$ cat src/fpt_map.svh
`ifndef FPT_MAP_SVH
`define FPT_MAP_SVH
// wishbone register offsets (byte addresses)
`define FPT_OFF_CTRL 8'h00
`define FPT_OFF_OUT_EN 8'h04
`define FPT_OFF_IN_EN 8'h08
`define FPT_OFF_WCOUNT 8'h0c
`define FPT_OFF_STORE 8'h10
`define FPT_OFF_OUT_MAP0 8'h14
`define FPT_OFF_OUT_SET0 8'h20
`define FPT_OFF_STATUS 8'h2c
`define FPT_OFF_MSG_ERR 8'h30
// reset values
`define FPT_RST_EN 8'h0f
`define FPT_RST_WCOUNT 2'h2
`define FPT_RST_SET 8'h01
`define FPT_RST_MAP0 16'h2032
`define FPT_RST_MAP1 16'h2034
`define FPT_RST_MAP2 16'h2000
// special values
`define FPT_TUNNEL_OBJ 16'h5ffd
`define FPT_MAP_OFF 16'hffff
`define FPT_EN_ALL 8'h3f
`define FPT_EN_TWO 8'h0f
`define FPT_STORE_KEY 8'hff
`define FPT_IDLE_ADDR 15'h0000
`define FPT_ERR_BIT 15
// message channel error fields
`define FPT_CLASS_ACCESS 4'h6
`define FPT_CLASS_OTHER 4'h8
`define FPT_CODE_HW_FAULT 4'h2
`define FPT_CODE_OTHER 4'h0
`define FPT_ADD_NONE 8'h00
`define FPT_ADD_BUSY 8'h22
`define FPT_ADD_NO_ASSIGN 8'h41
`endif

$ cat src/fpt_pkg.sv
package fpt_pkg;
    typedef enum logic [3:0] {
        FPT_E_NONE, FPT_E_NO_ANSWER, FPT_E_ADDR_PROT, FPT_E_DATA, FPT_E_READ_ONLY,
        FPT_E_CHECK_BYTE, FPT_E_BUSY, FPT_E_UNSUPP, FPT_E_PASSWORD, FPT_E_FRAME,
        FPT_E_PARITY, FPT_E_SET, FPT_E_LANGUAGE, FPT_E_ADDR, FPT_E_OPERATION
    } fpt_err_t;
    typedef enum logic [1:0] {FPT_T_OFF, FPT_T_16, FPT_T_32} fpt_tmode_t;
endpackage

$ cat src/fpt_inv_if.sv
// parameter access toward the inverter
interface fpt_inv_if;
    logic req;
    logic wr;
    logic [14:0] addr;
    logic [31:0] wdata;
    logic [7:0] sets;
    logic done;
    logic err;
    logic [3:0] code;
    logic [31:0] rdata;
    modport ctl (output req, wr, addr, wdata, sets, input done, err, code, rdata);
    modport port (input req, wr, addr, wdata, sets, output done, err, code, rdata);
endinterface

$ cat src/fpt_inv_port.sv
`include "fpt_map.svh"
// drives one access at a time onto the inverter request pins
module fpt_inv_port import fpt_pkg::*; (
    // clock and reset
    input wire logic clk,
    input wire logic rst_b,
    // toward the controller
    fpt_inv_if.port cp,
    // inverter pins
    output logic inv_req,
    output logic inv_wr,
    output logic [14:0] inv_addr,
    output logic [31:0] inv_wdata,
    output logic [7:0] inv_sets,
    input wire logic inv_ack,
    input wire logic inv_err,
    input wire logic [3:0] inv_code,
    input wire logic [31:0] inv_rdata
);
    logic busy_reg;
    logic ack_s1_reg, ack_s2_reg, ack_s3_reg;
    always_ff @(posedge clk or negedge rst_b) begin
        if (!rst_b) begin
            ack_s1_reg <= 1'b0;
            ack_s2_reg <= 1'b0;
            ack_s3_reg <= 1'b0;
        end else begin
            ack_s1_reg <= inv_ack;
            ack_s2_reg <= ack_s1_reg;
            ack_s3_reg <= ack_s2_reg;
        end
    end
    wire ack_rise = ack_s2_reg && !ack_s3_reg;
    always_ff @(posedge clk or negedge rst_b) begin
        if (!rst_b) begin
            busy_reg <= 1'b0;
            inv_req <= 1'b0;
            inv_wr <= 1'b0;
            inv_addr <= '0;
            inv_wdata <= '0;
            inv_sets <= '0;
        end else if (!busy_reg && cp.req) begin
            busy_reg <= 1'b1;
            inv_req <= 1'b1;
            inv_wr <= cp.wr;
            inv_addr <= cp.addr;
            inv_wdata <= cp.wdata;
            inv_sets <= cp.sets;
        end else if (busy_reg && ack_rise) begin
            busy_reg <= 1'b0;
            inv_req <= 1'b0;
        end
    end
    // answer pins are stable while ack is high, two flops late is safe
    always_ff @(posedge clk or negedge rst_b) begin
        if (!rst_b) begin
            cp.done <= 1'b0;
            cp.err <= 1'b0;
            cp.code <= '0;
            cp.rdata <= '0;
        end else begin
            cp.done <= busy_reg && ack_rise;
            if (busy_reg && ack_rise) begin
                cp.err <= inv_err;
                cp.code <= inv_code;
                cp.rdata <= inv_rdata;
            end
        end
    end
endmodule // fpt_inv_port

$ cat src/fpt_tunnel.sv
// The address map and register access over Wishbone are this design's own decisions.
`include "fpt_map.svh"
module fpt_tunnel import fpt_pkg::*; #(
    parameter logic [15:0] ID_WORD = 16'h1357, // arbitrary identification value
    parameter int WORDS = 3
) (
    // clock and reset
    input wire logic clk,
    input wire logic rst_b,
    // bus cycle and bus reset from the fieldbus chip
    input wire logic bus_cycle,
    input wire logic bus_reset,
    // process words
    input wire logic [15:0] out_word0,
    input wire logic [15:0] out_word1,
    input wire logic [15:0] out_word2,
    output logic [15:0] in_word0,
    output logic [15:0] in_word1,
    output logic [15:0] in_word2,
    // non-volatile store, count strap from memory
    input wire logic [1:0] nv_word_count,
    output logic nv_store,
    // inverter
    output logic inv_req,
    output logic inv_wr,
    output logic [14:0] inv_addr,
    output logic [31:0] inv_wdata,
    output logic [7:0] inv_sets,
    input wire logic inv_ack,
    input wire logic inv_err,
    input wire logic [3:0] inv_code,
    input wire logic [31:0] inv_rdata,
    // wishbone slave
    input wire logic [7:0] wb_adr_i,
    input wire logic [31:0] wb_dat_i,
    output logic [31:0] wb_dat_o,
    input wire logic [3:0] wb_sel_i,
    input wire logic wb_we_i,
    input wire logic wb_cyc_i,
    input wire logic wb_stb_i,
    output logic wb_ack_o
);
    fpt_inv_if ii();
    fpt_inv_port u_port (
        .clk(clk),
        .rst_b(rst_b),
        .cp(ii.port),
        .inv_req(inv_req),
        .inv_wr(inv_wr),
        .inv_addr(inv_addr),
        .inv_wdata(inv_wdata),
        .inv_sets(inv_sets),
        .inv_ack(inv_ack),
        .inv_err(inv_err),
        .inv_code(inv_code),
        .inv_rdata(inv_rdata)
    );

    // pin synchronisers
    logic [1:0] cyc_s_reg, rst_s_reg;
    logic [15:0] o0_s1_reg, o1_s1_reg, o2_s1_reg, o0_reg, o1_reg, o2_reg;
    logic [15:0] p0_reg, p1_reg, p2_reg;
    logic cyc_d_reg;
    always_ff @(posedge clk or negedge rst_b) begin
        if (!rst_b) begin
            cyc_s_reg <= '0;
            rst_s_reg <= '0;
            o0_s1_reg <= '0;
            o1_s1_reg <= '0;
            o2_s1_reg <= '0;
            o0_reg <= '0;
            o1_reg <= '0;
            o2_reg <= '0;
            cyc_d_reg <= 1'b0;
        end else begin
            cyc_s_reg <= {cyc_s_reg[0], bus_cycle};
            rst_s_reg <= {rst_s_reg[0], bus_reset};
            o0_s1_reg <= out_word0;
            o1_s1_reg <= out_word1;
            o2_s1_reg <= out_word2;
            o0_reg <= o0_s1_reg;
            o1_reg <= o1_s1_reg;
            o2_reg <= o2_s1_reg;
            cyc_d_reg <= cyc_s_reg[1];
        end
    end
    wire cyc_tick = cyc_s_reg[1] && !cyc_d_reg;
    wire brst = rst_s_reg[1];

    // configuration
    logic [7:0] out_en_reg, in_en_reg, ctrl_reg;
    logic [1:0] count_cfg_reg, count_reg;
    logic count_loaded_reg;
    logic [15:0] map_reg [WORDS];
    logic [7:0] set_reg [WORDS];
    logic [15:0] msg_err_reg;
    logic store_pend_reg;
    wire wb_hit = wb_cyc_i && wb_stb_i && !wb_ack_o;
    wire wb_wr = wb_hit && wb_we_i && wb_sel_i[0];

    // power-up count taken one clock after release
    // count at powerup
    always_ff @(posedge clk or negedge rst_b) begin
        if (!rst_b) begin
            count_reg <= `FPT_RST_WCOUNT;
            count_loaded_reg <= 1'b0;
        end else if (!count_loaded_reg) begin
            count_reg <= nv_word_count;
            count_loaded_reg <= 1'b1;
        end
    end

    always_ff @(posedge clk or negedge rst_b) begin
        if (!rst_b) begin
            out_en_reg <= `FPT_RST_EN;
            in_en_reg <= `FPT_RST_EN;
            count_cfg_reg <= `FPT_RST_WCOUNT;
            ctrl_reg <= '0;
            map_reg[0] <= `FPT_RST_MAP0;
            map_reg[1] <= `FPT_RST_MAP1;
            map_reg[2] <= `FPT_RST_MAP2;
            for (int i = 0; i < WORDS; i++) set_reg[i] <= `FPT_RST_SET;
        end else if (wb_wr) begin
            unique case (wb_adr_i)
                `FPT_OFF_CTRL: ctrl_reg <= wb_dat_i[7:0];
                `FPT_OFF_OUT_EN: out_en_reg <= wb_dat_i[7:0] & `FPT_EN_ALL;
                `FPT_OFF_IN_EN: in_en_reg <= wb_dat_i[7:0] & `FPT_EN_ALL;
                `FPT_OFF_WCOUNT: count_cfg_reg <= wb_dat_i[1:0];
                `FPT_OFF_OUT_MAP0: map_reg[0] <= wb_dat_i[15:0];
                8'h18: map_reg[1] <= wb_dat_i[15:0];
                8'h1c: map_reg[2] <= wb_dat_i[15:0];
                `FPT_OFF_OUT_SET0: set_reg[0] <= wb_dat_i[7:0];
                8'h24: set_reg[1] <= wb_dat_i[7:0];
                8'h28: set_reg[2] <= wb_dat_i[7:0];
                default: ;
            endcase
            // a write to any output map or set register disables all output words until re-enabled
            if (wb_adr_i >= `FPT_OFF_OUT_MAP0 && wb_adr_i <= 8'h28 &&
                wb_adr_i[1:0] == 2'b00)
                out_en_reg <= '0;
        end else if (wb_hit && !wb_we_i && wb_adr_i == `FPT_OFF_OUT_EN) begin
            out_en_reg <= out_en_reg;
        end
    end

    always_ff @(posedge clk or negedge rst_b) begin
        if (!rst_b) begin
            nv_store <= 1'b0;
        end else begin
            nv_store <= wb_wr && wb_adr_i == `FPT_OFF_STORE && wb_dat_i[7:0] == `FPT_STORE_KEY;
        end
    end

    // active words; enable bits 0, 2, 4
    fpt_tmode_t tmode;
    logic [WORDS-1:0] out_act, in_act;
    genvar g;
    generate
        for (g = 0; g < WORDS; g++) begin : g_act
            assign out_act[g] = (count_reg > 2'(g)) && out_en_reg[2*g] &&
                                map_reg[g] != `FPT_MAP_OFF;
            assign in_act[g] = (count_reg > 2'(g)) && (in_en_reg[2*g] || tmode != FPT_T_OFF);
        end
    endgenerate

    always_comb begin
        tmode = FPT_T_OFF;
        if (map_reg[0] == `FPT_TUNNEL_OBJ && count_reg == 2'd3) begin
            if (out_en_reg == `FPT_EN_ALL && map_reg[2] != `FPT_MAP_OFF)
                tmode = FPT_T_32;
            else if (out_en_reg == `FPT_EN_TWO && map_reg[2] == `FPT_MAP_OFF)
                tmode = FPT_T_16;
        end
    end

    wire t_wr = o0_reg[`FPT_ERR_BIT];
    wire [14:0] t_addr = o0_reg[14:0];
    wire [31:0] t_wdata = (tmode == FPT_T_32) ? {o1_reg, o2_reg} : {{16{o1_reg[15]}}, o1_reg};
    wire out_changed = (o0_reg != p0_reg) || (o1_reg != p1_reg) || (o2_reg != p2_reg);

    // sequencing: tunnel access or process word resend
    logic busy_reg, resend_reg, wr_done_reg, in_flight_reg;
    logic [1:0] widx_reg;
    logic req_reg;
    assign ii.req = req_reg;
    always_ff @(posedge clk or negedge rst_b) begin
        if (!rst_b) begin
            busy_reg <= 1'b0;
            req_reg <= 1'b0;
            resend_reg <= 1'b0;
            wr_done_reg <= 1'b0;
            widx_reg <= '0;
            p0_reg <= '0;
            p1_reg <= '0;
            p2_reg <= '0;
            ii.wr <= 1'b0;
            ii.addr <= '0;
            ii.wdata <= '0;
            ii.sets <= '0;
            in_word0 <= '0;
            in_word1 <= ID_WORD;
            in_word2 <= '0;
            in_flight_reg <= 1'b0;
        end else if (brst) begin
            busy_reg <= 1'b0;
            req_reg <= 1'b0;
            wr_done_reg <= 1'b0;
            in_word0 <= '0;
            in_word1 <= ID_WORD;
            in_word2 <= '0;
        end else begin
            req_reg <= 1'b0;
            if (!busy_reg && cyc_tick) begin
                if (out_changed) wr_done_reg <= 1'b0;
                p0_reg <= o0_reg;
                p1_reg <= o1_reg;
                p2_reg <= o2_reg;
                if (tmode != FPT_T_OFF) begin
                    if (t_addr == `FPT_IDLE_ADDR) begin
                        in_word0 <= '0;
                        in_word1 <= ID_WORD;
                        in_word2 <= '0;
                    end else if (!t_wr || out_changed || !wr_done_reg) begin
                        busy_reg <= 1'b1;
                        req_reg <= 1'b1;
                        ii.wr <= t_wr;
                        ii.addr <= t_addr;
                        ii.wdata <= t_wdata;
                        ii.sets <= set_reg[0];
                    end
                end else if (out_changed && out_act != '0) begin
                    resend_reg <= 1'b1;
                    widx_reg <= '0;
                end else if (resend_reg) begin
                    if (out_act[widx_reg]) begin
                        busy_reg <= 1'b1;
                        req_reg <= 1'b1;
                        ii.wr <= 1'b1;
                        ii.addr <= map_reg[widx_reg][14:0];
                        ii.wdata <= {16'h0000, widx_reg == 2'd0 ? o0_reg :
                                     widx_reg == 2'd1 ? o1_reg : o2_reg};
                        ii.sets <= set_reg[widx_reg];
                    end
                    if (widx_reg == 2'(WORDS - 1)) resend_reg <= 1'b0;
                    widx_reg <= widx_reg + 2'd1;
                end
            end
            if (busy_reg && ii.done) begin
                busy_reg <= 1'b0;
                if (tmode != FPT_T_OFF) begin
                    if (ii.wr) wr_done_reg <= 1'b1;
                    in_word0 <= {ii.err, ii.addr};
                    if (ii.err) begin
                        in_word1 <= {12'h000, ii.code};
                        in_word2 <= '0;
                    end else if (tmode == FPT_T_32) begin
                        in_word1 <= ii.wr ? ii.wdata[31:16] : ii.rdata[31:16];
                        in_word2 <= ii.wr ? ii.wdata[15:0] : ii.rdata[15:0];
                    end else begin
                        in_word1 <= ii.wr ? ii.wdata[15:0] : ii.rdata[15:0];
                    end
                end else begin
                    in_word0 <= in_act[0] ? ii.rdata[15:0] : in_word0;
                end
            end
        end
    end

    always_ff @(posedge clk or negedge rst_b) begin
        if (!rst_b) begin
            msg_err_reg <= '0;
        end else if (busy_reg && ii.done && ii.err) begin
            msg_err_reg <= (ii.code == FPT_E_NO_ANSWER) ?
                {`FPT_CLASS_ACCESS, `FPT_CODE_HW_FAULT, `FPT_ADD_NONE} :
                (ii.code == FPT_E_BUSY) ?
                {`FPT_CLASS_OTHER, `FPT_CODE_OTHER, `FPT_ADD_BUSY} :
                {`FPT_CLASS_OTHER, `FPT_CODE_OTHER, `FPT_ADD_NO_ASSIGN};
        end
    end

    // wishbone read and ack
    always_ff @(posedge clk or negedge rst_b) begin
        if (!rst_b) begin
            wb_ack_o <= 1'b0;
            wb_dat_o <= '0;
        end else begin
            wb_ack_o <= wb_hit;
            if (wb_hit && !wb_we_i) begin
                unique case (wb_adr_i)
                    `FPT_OFF_CTRL: wb_dat_o <= {24'h0, ctrl_reg};
                    `FPT_OFF_OUT_EN: wb_dat_o <= {24'h0, out_en_reg};
                    `FPT_OFF_IN_EN: wb_dat_o <= {24'h0, in_en_reg};
                    `FPT_OFF_WCOUNT: wb_dat_o <= {28'h0, count_reg, count_cfg_reg};
                    `FPT_OFF_OUT_MAP0: wb_dat_o <= {16'h0, map_reg[0]};
                    8'h18: wb_dat_o <= {16'h0, map_reg[1]};
                    8'h1c: wb_dat_o <= {16'h0, map_reg[2]};
                    `FPT_OFF_OUT_SET0: wb_dat_o <= {24'h0, set_reg[0]};
                    8'h24: wb_dat_o <= {24'h0, set_reg[1]};
                    8'h28: wb_dat_o <= {24'h0, set_reg[2]};
                    `FPT_OFF_STATUS: wb_dat_o <= {24'h0, busy_reg, wr_done_reg, tmode,
                                                  1'b0, in_act};
                    `FPT_OFF_MSG_ERR: wb_dat_o <= {16'h0, msg_err_reg};
                    default: wb_dat_o <= '0;
                endcase
            end
        end
    end
endmodule // fpt_tunnel

$ cat config.mk
export PLATFORM = sky130hd
export DESIGN_NAME = fpt_tunnel
export DESIGN_NICKNAME = d
export VERILOG_FILES = /design/src/fpt_pkg.sv /design/src/fpt_inv_if.sv /design/src/fpt_inv_port.sv /design/src/fpt_tunnel.sv
export VERILOG_INCLUDE_DIRS = /design/src
export SDC_FILE = /design/constraint.sdc
export NUM_CORES = 1
export LEC_CHECK = 0
export BUFFER_PORTS_ARGS = -buffer_cell sky130_fd_sc_hd__buf_2
export CELL_PAD_IN_SITES_DETAIL_PLACEMENT = 1
export CELL_PAD_IN_SITES_GLOBAL_PLACEMENT = 2
export CORE_MARGIN = 2
export CORE_UTILIZATION = 42
export DETAILED_ROUTE_END_ITERATION = 12
export MAX_ROUTING_LAYER = met4
export PLACE_DENSITY_LB_ADDON = 0.1
export SYNTH_ARGS = -nofsm -noshare
export SYNTH_HDL_FRONTEND = slang
export SYNTH_SLANG_ARGS = --single-unit
$ cat constraint.sdc
create_clock -name clk -period 4.9 [get_ports clk]
set_input_delay 0.98 -clock clk [delete_from_list [all_inputs] [get_ports clk]]
set_output_delay 0.98 -clock clk [all_outputs]
set_load 0.05 [all_outputs]
### After elaboration in Yosys (flattened, before gate mapping)

Cells that the tools add are included.

| word-level totals | value |
|---|---|
| word-level logic and storage cells | 270 |
| output and inout bits | 139 |
| register bits after elaboration | 506 |

| operators by class | value |
|---|---|
| bitwise operators | 3 |
| multiplexer cells | 95 |
| magnitude comparators | 7 |
| add/sub/neg operators | 1 |
| equal/unequal tests | 35 |
| reduce and logical (&&, ||, !) cells | 77 |

Operators with widths:

| operator | count |
|---|---|
| 16-bit two-way mux | 28 |
| 32-bit two-way mux | 6 |
| 16-bit case mux with 12 select lines | 1 |
| 15-bit two-way mux | 8 |
| 8-bit two-way mux | 10 |
| 8-bit by 6-bit equality test with 1-bit output (second input constant) | 6 |
| 16-bit != test | 3 |
| 16-bit != test (second input constant) | 3 |
| 1-bit two-way mux | 33 |
| 16-bit binary-select mux with 2-bit select | 1 |
| 8-bit by 5-bit equality test with 1-bit output (second input constant) | 4 |
| 31-bit two-way mux | 1 |
| 1-bit logical AND | 29 |
| 8-bit by 4-bit equality test with 1-bit output (second input constant) | 3 |
| 2-bit AND reduction | 11 |
| 8-bit binary-select mux with 2-bit select | 1 |
| 16-bit by 15-bit equality test with 1-bit output (second input constant) | 1 |
| 16-bit equality test (second input constant) | 1 |
| 15-bit logical NOT | 1 |
| 3-bit nonzero test | 5 |
| 2-bit nonzero test | 6 |
| 8-bit by 3-bit equality test with 1-bit output (second input constant) | 1 |
| 8-bit equality test (second input constant) | 1 |
| 8-bit by 5-bit greater-or-equal comparator with 1-bit output (second input constant) | 1 |
| other kinds (28) | 53 |

### Longest topological paths before layout

Gate-level depths: netlist of run 1.

| depth | value |
|---|---|
| word-level depth | 13 |
| mapped depth | 11 |
| mapped depth without buffers | 7 |

### Cells and area by module

From an unflattened synthesis of run 1, not the netlist that was laid out.

| second synthesis, totals | value |
|---|---|
| cell total of the unflattened synthesis | 1683 |
| area, all modules | 20634.8 µm² |

Modules (own cells, without submodules):

| module | area an instance (µm²) | instances | cells an instance | seq. area each (µm²) |
|---|---|---|---|---|
| fpt_tunnel | 16993.8 | 1 | 1478 | 9496.6 |
| fpt_inv_port | 3641.0 | 1 | 205 | 2452.4 |

### Worst setup path before layout of run 1

Ideal clock, no wire load.

| timing path | value |
|---|---|
| path kind | input to register |
| start | input port wb_adr_i[4] |
| end | register wb_dat_o[4] |
| buffers on the path | 2 |
| arrival | 2.782 ns |
| data required time | 4.817 ns |
| stages | 9 |
| path slack | 2.035 ns |
| cells stage by stage | clkbuf_1 or4b_2 clkbuf_1 nor2_1 a22o_1 a221oi_1 nand3_1 a41oi_1 o21ai_0 |

| between the ends | value |
|---|---|
| cells in the longest elaborated chain, start to end | 2 |
| elaborated cells between the ends (all ways) | 13 |
| classes of those cells | eq/ne (11); mux (1); reduce/logical (1) |

Ends and longest elaborated chain:

| item | RTL line | text |
|---|---|---|
| start: declaration | fpt_tunnel.sv:34 | `input wire logic [7:0] wb_adr_i,` |
| 8-bit by 6-bit equality test with 1-bit output (tied with other cells) | fpt_tunnel.sv:289 | `unique case (wb_adr_i)` |
| 16-bit case mux with 12 select lines (*) | fpt_tunnel.sv:289 |  |
| end signal: assignment | fpt_tunnel.sv:290 | `` `FPT_OFF_CTRL: wb_dat_o <= {24'h0, ctrl_reg}; `` |
| end signal: assignment | fpt_tunnel.sv:291 | `` `FPT_OFF_OUT_EN: wb_dat_o <= {24'h0, out_en_reg}; `` |
| end signal: assignment | fpt_tunnel.sv:292 | `` `FPT_OFF_IN_EN: wb_dat_o <= {24'h0, in_en_reg}; `` |
| end: declaration | fpt_tunnel.sv:36 | `output logic [31:0] wb_dat_o,` |

Every way passes the cells marked *; elsewhere a longest branch is shown, timed or not.
A chain may end at the register's enable or synchronous reset.

### Final worst setup path of run 1

| timing path | value |
|---|---|
| start | register map_reg[5] in the netlist's numbering |
| end | register ii.wdata[25] |

| between the ends | value |
|---|---|
| cells in the longest elaborated chain, start to end | 10 |
| elaborated cells between the ends (all ways) | 24 |
| classes of those cells | eq/ne (6); mux (9); reduce/logical (9) |

Ends and longest elaborated chain:

| item | RTL line | text |
|---|---|---|
| start: declaration | fpt_tunnel.sv:94 | `logic [15:0] map_reg [WORDS];` |
| 16-bit equality test (no line) | -- |  |
| 1-bit logical AND (no line) | -- |  |
| 1-bit two-way mux | fpt_tunnel.sv:171 | `` else if (out_en_reg == `FPT_EN_TWO && map_reg[2] == `FPT_MAP_OFF) `` |
| 2-bit two-way mux | fpt_tunnel.sv:169 | `` if (out_en_reg == `FPT_EN_ALL && map_reg[2] != `FPT_MAP_OFF) `` |
| 2-bit two-way mux | fpt_tunnel.sv:168 | `` if (map_reg[0] == `FPT_TUNNEL_OBJ && count_reg == 2'd3) begin `` |
| 2-bit equality test | fpt_tunnel.sv:178 | `wire [31:0] t_wdata = (tmode == FPT_T_32) ? {o1_reg, o2_reg} : {{16{o1_reg[15]}}, o1_reg};` |
| 31-bit two-way mux | fpt_tunnel.sv:178 |  |
| 32-bit two-way mux | fpt_tunnel.sv:223 | `end else if (!t_wr \|\| out_changed \|\| !wr_done_reg) begin` |
| 32-bit two-way mux | fpt_tunnel.sv:219 | `` if (t_addr == `FPT_IDLE_ADDR) begin `` |
| 32-bit two-way mux | fpt_tunnel.sv:218 | `if (tmode != FPT_T_OFF) begin` |
| end signal: assignment | fpt_tunnel.sv:228 | `ii.wdata <= t_wdata;` |
| end signal: assignment | fpt_tunnel.sv:240 | `ii.wdata <= {16'h0000, widx_reg == 2'd0 ? o0_reg :` |
| end: declaration | fpt_inv_if.sv:6 | `logic [31:0] wdata;` |

Parallel ways exist; a longest one is shown, timed or not. The select of a mux whose other input is x is not followed.

==> flow_summary.json, run 1 <==
{
  "clkTransAtPathRegs_ns": 0.06,
  "yosys-top-cells-area": "dfrtp_1 (54%), mux2_2 (14%), nand2_1 (4.3%)",
  "drive_gt1_share_pct": 36.0,
  "yosys.area.top_type": "dfrtp_1",
  "synth.area.mux_share_pct": 19.7,
  "whs_ns": 0.347,
  "pwr_density_cell_mw_per_mm2": 356,
  "period_needed_ns": 3.70,
  "via_count": 14327,
  "hold_viol": 0,
  "clock_latency_ns": 0.60,
  "syn_area_per_cell_um2": 12.6,
  "grtUsageTotal_pct": 26.3,
  "first_pass_iters": 7,
  "setup_tns_ns": 0,
  "synthFlopType": "dfrtp_1",
  "crit_arrival_ns": 4.17,
  "seq_area_frac_synth_pct": 57.9,
  "synth_compound_area_share_pct": 7.99,
  "antenna_found_initial": 0,
  "wire_per_inst_um": 25.0,
  "synth_top_family_by_area": "multiplexers",
  "initial_core_util_pct": 42.4,
  "io_pins": 278,
  "rrSetupSlack_ns": 1.20,
  "post_cts_buffers": 0,
  "grt_pass1_vias": 14916,
  "power_uw": 8630,
  "crit_fanout": 41,
  "fillers": 5113,
  "ys_warn_count": 0,
  "io_buffers": 242,
  "synth_top_area_share_pct": 54.1,
  "rsz0062_at_grt": "no",
  "crit_end": "ii.wdata[25]",
  "max_freq_mhz": 270,
  "fin_util_pct": 49.7,
  "slew_headroom_pct": 26.6,
  "syn_inst": 1639,
  "antenna_cells": 0,
  "largest_reg_flops": 48,
  "synth-simple-area-share_pct": 9.20,
  "cpMaxStageDelayCell": "mux2i_1",
  "ys_ff_latch": 476,
  "htreeDepth": 2,
  "dieArea_mm2": 0.0510,
  "synthAdderAreaFrac_pct": 0.182,
  "critPathBufInv": 2,
  "root_buffer": "clkbuf_16",
  "vdd_drop_max_mv": 0.287,
  "cpMostUsedCell": "buf_4",
  "worst_pin_slew_ns": 1.10,
  "core_mm2": 0.0487,
  "chipHeight_um": 226,
  "area_growth_pct": 17.3,
  "crit_type": "reg2reg",
  "placementRows": 81,
  "slew_viol_final": 0,
  "cp.depth": 9,
  "startpoint": "map_reg[5]",
  "grt_pass1_wl_um": 96500,
  "path_cells": "nand4_1, nor4_4, mux2i_1, nand2_1, buf_4, and3_1, o22ai_4, buf_4, mux2_2",
  "start_kind": "flip-flop",
  "cts_made_buffers": 52,
  "dp.final_hpwl_um": 46200,
  "grt_overflow": 0,
  "p_leak_uw": 0.0115,
  "r2r-start": "map_reg[5]",
  "synth_cell_types": 69,
  "numClockSinks": 476,
  "final_cells": 2577,
  "gp_congestion": 0.857,
  "fin_skew_ns": 0.0111,
  "synth_edf_count": 0,
  "grt_start_max_net_pins": 112,
  "synth_area_mm2": 0.0206,
  "hp-class": "reg2reg",
  "placed_cells": 2481,
  "synth_xor_area_share_pct": 2.04,
  "drt-total-wl_um": 64400,
  "clk_path_buf_depth": 3,
  "min_period_over_period_pct": 75.6,
  "antenna_left": 0,
  "vias_per_cell": 5.56,
  "r2r-end": "ii.wdata[25]",
  "worst_setup_path_end_kind": "flip-flop",
  "status": "finished, final reports clean",
  "cp_data_required_time_ns": 5.37,
  "tritoncts": "done",
  "setup_violations": 0,
  "die_w_um": 226,
  "holdBufCountCts": 0,
  "drc": 0,
  "crit_family": "simple AND/OR/NAND/NOR gates",
  "drtIter0Drc": 1188,
  "ctsResizeCount": 0,
  "nets": 2013,
  "r2r_cells": 9,
  "cap_viol_max_count": 0,
  "async_flop_share_pct": 100,
  "max_stage_delay_ns": 0.56
}
cell usage in the layout, fill, tap and decap left out, types with 4 or more instances in the layout:
cell and instances:
mux4_2 14, o21ai_0 28, a21oi_1 60, dfstp_2 30, mux2_2 248, clkbuf_8 14, inv_1 8, nor3_1 6
nand2_1 235, nor3_2 5, nand4_1 22, clkbuf_16 53, clkbuf_1 12, nand3_1 14, mux2i_1 67, nor2_1 68
nor4_1 20, a222oi_1 20, buf_2 241, dfrtp_1 446, buf_12 4, nand3b_1 6, and3_1 6, xor2_1 48
mux2_4 16, a22o_1 19, a22oi_1 30, clkinv_2 11, conb_1 17, buf_4 29, o211ai_1 6, a211oi_1 22
o2bb2ai_1 21
kinds of logic (layout without fill, tap and decap cells):
kind of cell | Yosys count | in the layout
simple gates | 412 | 412
other cells | 2 | 17
xor+xnor | 48 | 48
mux | 347 | 347
compound gates | 231 | 231
fa+ha+maj | 3 | 3
buf+inv | 120 | 379
flops | 476 | 476
area by class of cell:
class / count / area [um2] / area share, %
Timing Repair Buffer: 275 / 1520 / 6.27
Inverter: 8 / 30.0 / 0.124
Clock buffer: 79 / 1560 / 6.46
Tap cell: 664 / 831 / 3.43
Clock inverter: 17 / 171 / 0.708
Multi-Input combinational cell: 1058 / 8160 / 33.7
Sequential cell: 476 / 11900 / 49.3
worst reg2reg max path: cells and delay by family, from the launching register on:
kind / cells / cell delay [ns]
flip-flops: 1 / 0.48
multiplexers: 2 / 0.99
AO/OA/AOI/OAI: 1 / 0.13
AND/OR/NAND/NOR: 4 / 1.21
buffers and inverters: 2 / 0.77
power by group:
part | internal, uW | leakage, uW | switching (uW)
Sequential | 4060 | 0.00600 | 124
Clock | 2350 | 0.000867 | 1620
Combinational | 190 | 0.00465 | 281
Total | 6610 | 0.0115 | 2020
cells in the mapped netlist, drive strengths merged, types with 2 or more instances:
| cell | n |
|---|---|
| ha | 3 |
| dfrtp | 446 |
| buf | 51 |
| nand2 | 235 |
| conb | 2 |
| nor4b | 2 |
| mux2i | 67 |
| or4b | 2 |
| a211oi | 22 |
| a22oi | 30 |
| a221oi | 3 |
| and3 | 6 |
| nor2 | 71 |
| a222oi | 20 |
| a2bb2oi | 3 |
| mux2 | 264 |
| nand3b | 7 |
| o2111ai | 3 |
| mux4 | 16 |
| nand3 | 14 |
| a31oi | 2 |
| o211ai | 6 |
| o21ai | 28 |
| and2 | 3 |
| nor2b | 3 |
| nand2b | 2 |
| clkbuf | 61 |
| xor2 | 48 |
| dfstp | 30 |
| o2bb2ai | 21 |
| or4 | 3 |
| a21boi | 2 |
| nor4 | 23 |
| a22o | 19 |
| a21oi | 60 |
| inv | 8 |
| o41ai | 2 |
| nor3 | 12 |
| nand4 | 22 |
how the worst min path moves through the flow:
stage          cells past startpoint  slack [ns]      endpoint           from
6_report                           0        0.35     o0_reg[8]   o0_s1_reg[8]
5_1_grt                            0        0.36    o1_reg[13]  o1_s1_reg[13]
4_1_cts                            0        0.35    o1_reg[13]  o1_s1_reg[13]
3_5_place_dp                       0        0.34     o0_reg[1]   o0_s1_reg[1]
3_3_place_gp                       0        0.33     o1_reg[8]   o1_s1_reg[8]
2_1_floorplan                      0        0.33  cyc_s_reg[1]   cyc_s_reg[0]
stage by stage:
step,worst slack (ns),instance area (um2)
after global placement,1.38,22500
final,1.20,24200
after detailed placement,1.25,22500
after global routing,1.05,24200
after CTS,1.25,24200
after floorplan,2.04,20700
routing by layer:
layer | track usage, % | routed length, um | vias up
li1 | - | - | 6336
met1 | 37.7 | 30700 | 7492
met2 | 38.8 | 28700 | 403
met3 | 4.37 | 3440 | 96
met4 | 6.77 | 1600 | 0
met5 | - | 0 | -
Note: power is estimated with default switching activity, not from simulation.
==> inputs of run 2 (changes only) <==
--- a/config.mk
+++ b/config.mk
@@ -10,7 +10,7 @@
 export CELL_PAD_IN_SITES_DETAIL_PLACEMENT = 1
 export CELL_PAD_IN_SITES_GLOBAL_PLACEMENT = 2
 export CORE_MARGIN = 2
-export CORE_UTILIZATION = 42
+export CORE_UTILIZATION = 39
 export DETAILED_ROUTE_END_ITERATION = 12
 export MAX_ROUTING_LAYER = met4
 export PLACE_DENSITY_LB_ADDON = 0.1
==> constraint.sdc (replaced) <==
create_clock -name clk -period 3.6 [get_ports clk]
set_input_delay 0.72 -clock clk [delete_from_list [all_inputs] [get_ports clk]]
set_output_delay 0.72 -clock clk [all_outputs]
set_load 0.05 [all_outputs]
==> flow_summary.json, run 2 (synthesis gave the netlist of run 1 again) <==
{
  "cap_viol_max_count": 0,
  "first_pass_iters": 5,
  "fin_skew_ns": 0.0230,
  "grt_pass1_vias": 15320,
  "top_layer_used": "met4",
  "min_period_over_period_pct": 90.4,
  "grt_pass1_wl_um": 98900,
  "start_kind": "flip-flop",
  "final_area_mm2": 0.0247,
  "worst_pin_slew_ns": 1.12,
  "crit_fanout": 21,
  "place_area_mm2": 0.0229,
  "met3WireLength_um": 3280,
  "core_mm2": 0.0524,
  "wl_met1_um": 31100,
  "crit_type": "reg2reg",
  "nets": 2051,
  "grtUsageTotal_pct": 25.0,
  "gp_congestion": 0.869,
  "pwr_density_cell_mw_per_mm2": 484,
  "drtIter0Drc": 989,
  "vdd_drop_max_mv": 0.316,
  "antenna_left": 0,
  "max_freq_mhz": 307,
  "clock_latency_ns": 0.60,
  "hold_viol": 0,
  "wire_per_inst_um": 24.9,
  "tritoncts": "done",
  "io_buffers": 242,
  "power_uw": 12000,
  "grt_start_max_net_pins": 87,
  "dp.final_hpwl_um": 48000,
  "clk_path_buf_depth": 3,
  "root_buffer": "clkbuf_16",
  "die_w_um": 234,
  "drc": 0,
  "period_needed_ns": 3.25,
  "ctsResizeCount": 0,
  "holdBufCountCts": 0,
  "initial_core_util_pct": 39.4,
  "placementRows": 84,
  "slew_headroom_pct": 25.2,
  "largest_reg_flops": 48,
  "io_pins": 278,
  "clkTransAtPathRegs_ns": 0.06,
  "r2r-end": "in_word1[3]",
  "rrSetupSlack_ns": 0.35,
  "drive_gt1_share_pct": 37.0,
  "via_count": 14437,
  "cts_made_buffers": 53,
  "drt-total-wl_um": 65700,
  "status": "finished, final reports clean",
  "wl_met2_um": 30000,
  "cp_data_required_time_ns": 4.04,
  "p_leak_uw": 0.0118,
  "layout_commonest_cell": "dfrtp_1",
  "r2r_cells": 8,
  "vias_per_cell": 5.46,
  "slew_viol_final": 0,
  "htreeDepth": 2,
  "rsz0062_at_grt": "no",
  "chipHeight_um": 234,
  "crit_arrival_ns": 3.70,
  "r2r-start": "map_reg[39]",
  "dieArea_mm2": 0.0548,
  "post_cts_buffers": 0,
  "setup_tns_ns": 0,
  "grt_overflow": 0,
  "layout_common_cells": "dfrtp_1 (446), mux2_2 (248), buf_2 (241)",
  "numClockSinks": 476,
  "hp-class": "in2async",
  "worst_setup_path_end_kind": "flip-flop",
  "setup_violations": 0,
  "antenna_found_initial": 3,
  "area_growth_pct": 19.7
}
## run 2: worst max-delay path, stage by stage, from the launching register on
cell and delay (ns):
dfrtp_1 0.52, nand4_1 0.22, nor4_2 0.38, and3_1 0.43, nor3b_4 0.40, buf_12 0.26
mux4_1 0.63, mux2i_1 0.16, a211oi_1 0.09
## run 2: metrics by stage
stage,cells,worst slack [ns],hold slack [ns],utilization [%]
after floorplan,1654,0.935,0.331,-
after global placement,2542,0.457,0.334,43.7
after detailed placement,2542,0.353,0.336,43.7
after CTS,2641,0.357,0.184,47.1
after global routing,2644,0.183,0.198,47.1
final,2644,0.347,0.179,47.1
## run 2: cell type report
type	instances	area (um2)
tap	688	861
sequential	476	11900
clock buffer	80	1540
clock inverter	19	269
inverter	8	30.0
multi-input combinational	1058	8160
fill	5482	27700
antenna	3	7.51
timing repair buffer	312	1910
## run 2: how the worst max path moves through the flow
stage                            from      endpoint  slack, ns  depth (start not counted)
after floorplan           map_reg[13]    ii.addr[0]       0.93                          9
after global placement    map_reg[13]  ii.wdata[25]       0.46                          8
after detailed placement  map_reg[13]   in_word0[5]       0.35                          7
after CTS                 map_reg[13]   in_word0[5]       0.36                          7
after global routing      map_reg[13]  in_word0[12]       0.18                          7
final                     map_reg[39]   in_word1[3]       0.35                          8
## run 2: where the power goes
group          internal [uW]  switching (uW)  leakage, uW  total, uW
registers               5530             146      0.00600       5680
clock network           3390            2220     0.000880       5610
logic                    276             413      0.00488        689
## run 2: metal layers
metal	global-route usage [%]	up-vias
li1	-	6421
met1	35.9	7526
met2	37.4	409
met3	3.31	81
met4	6.59	0
met5	-	-
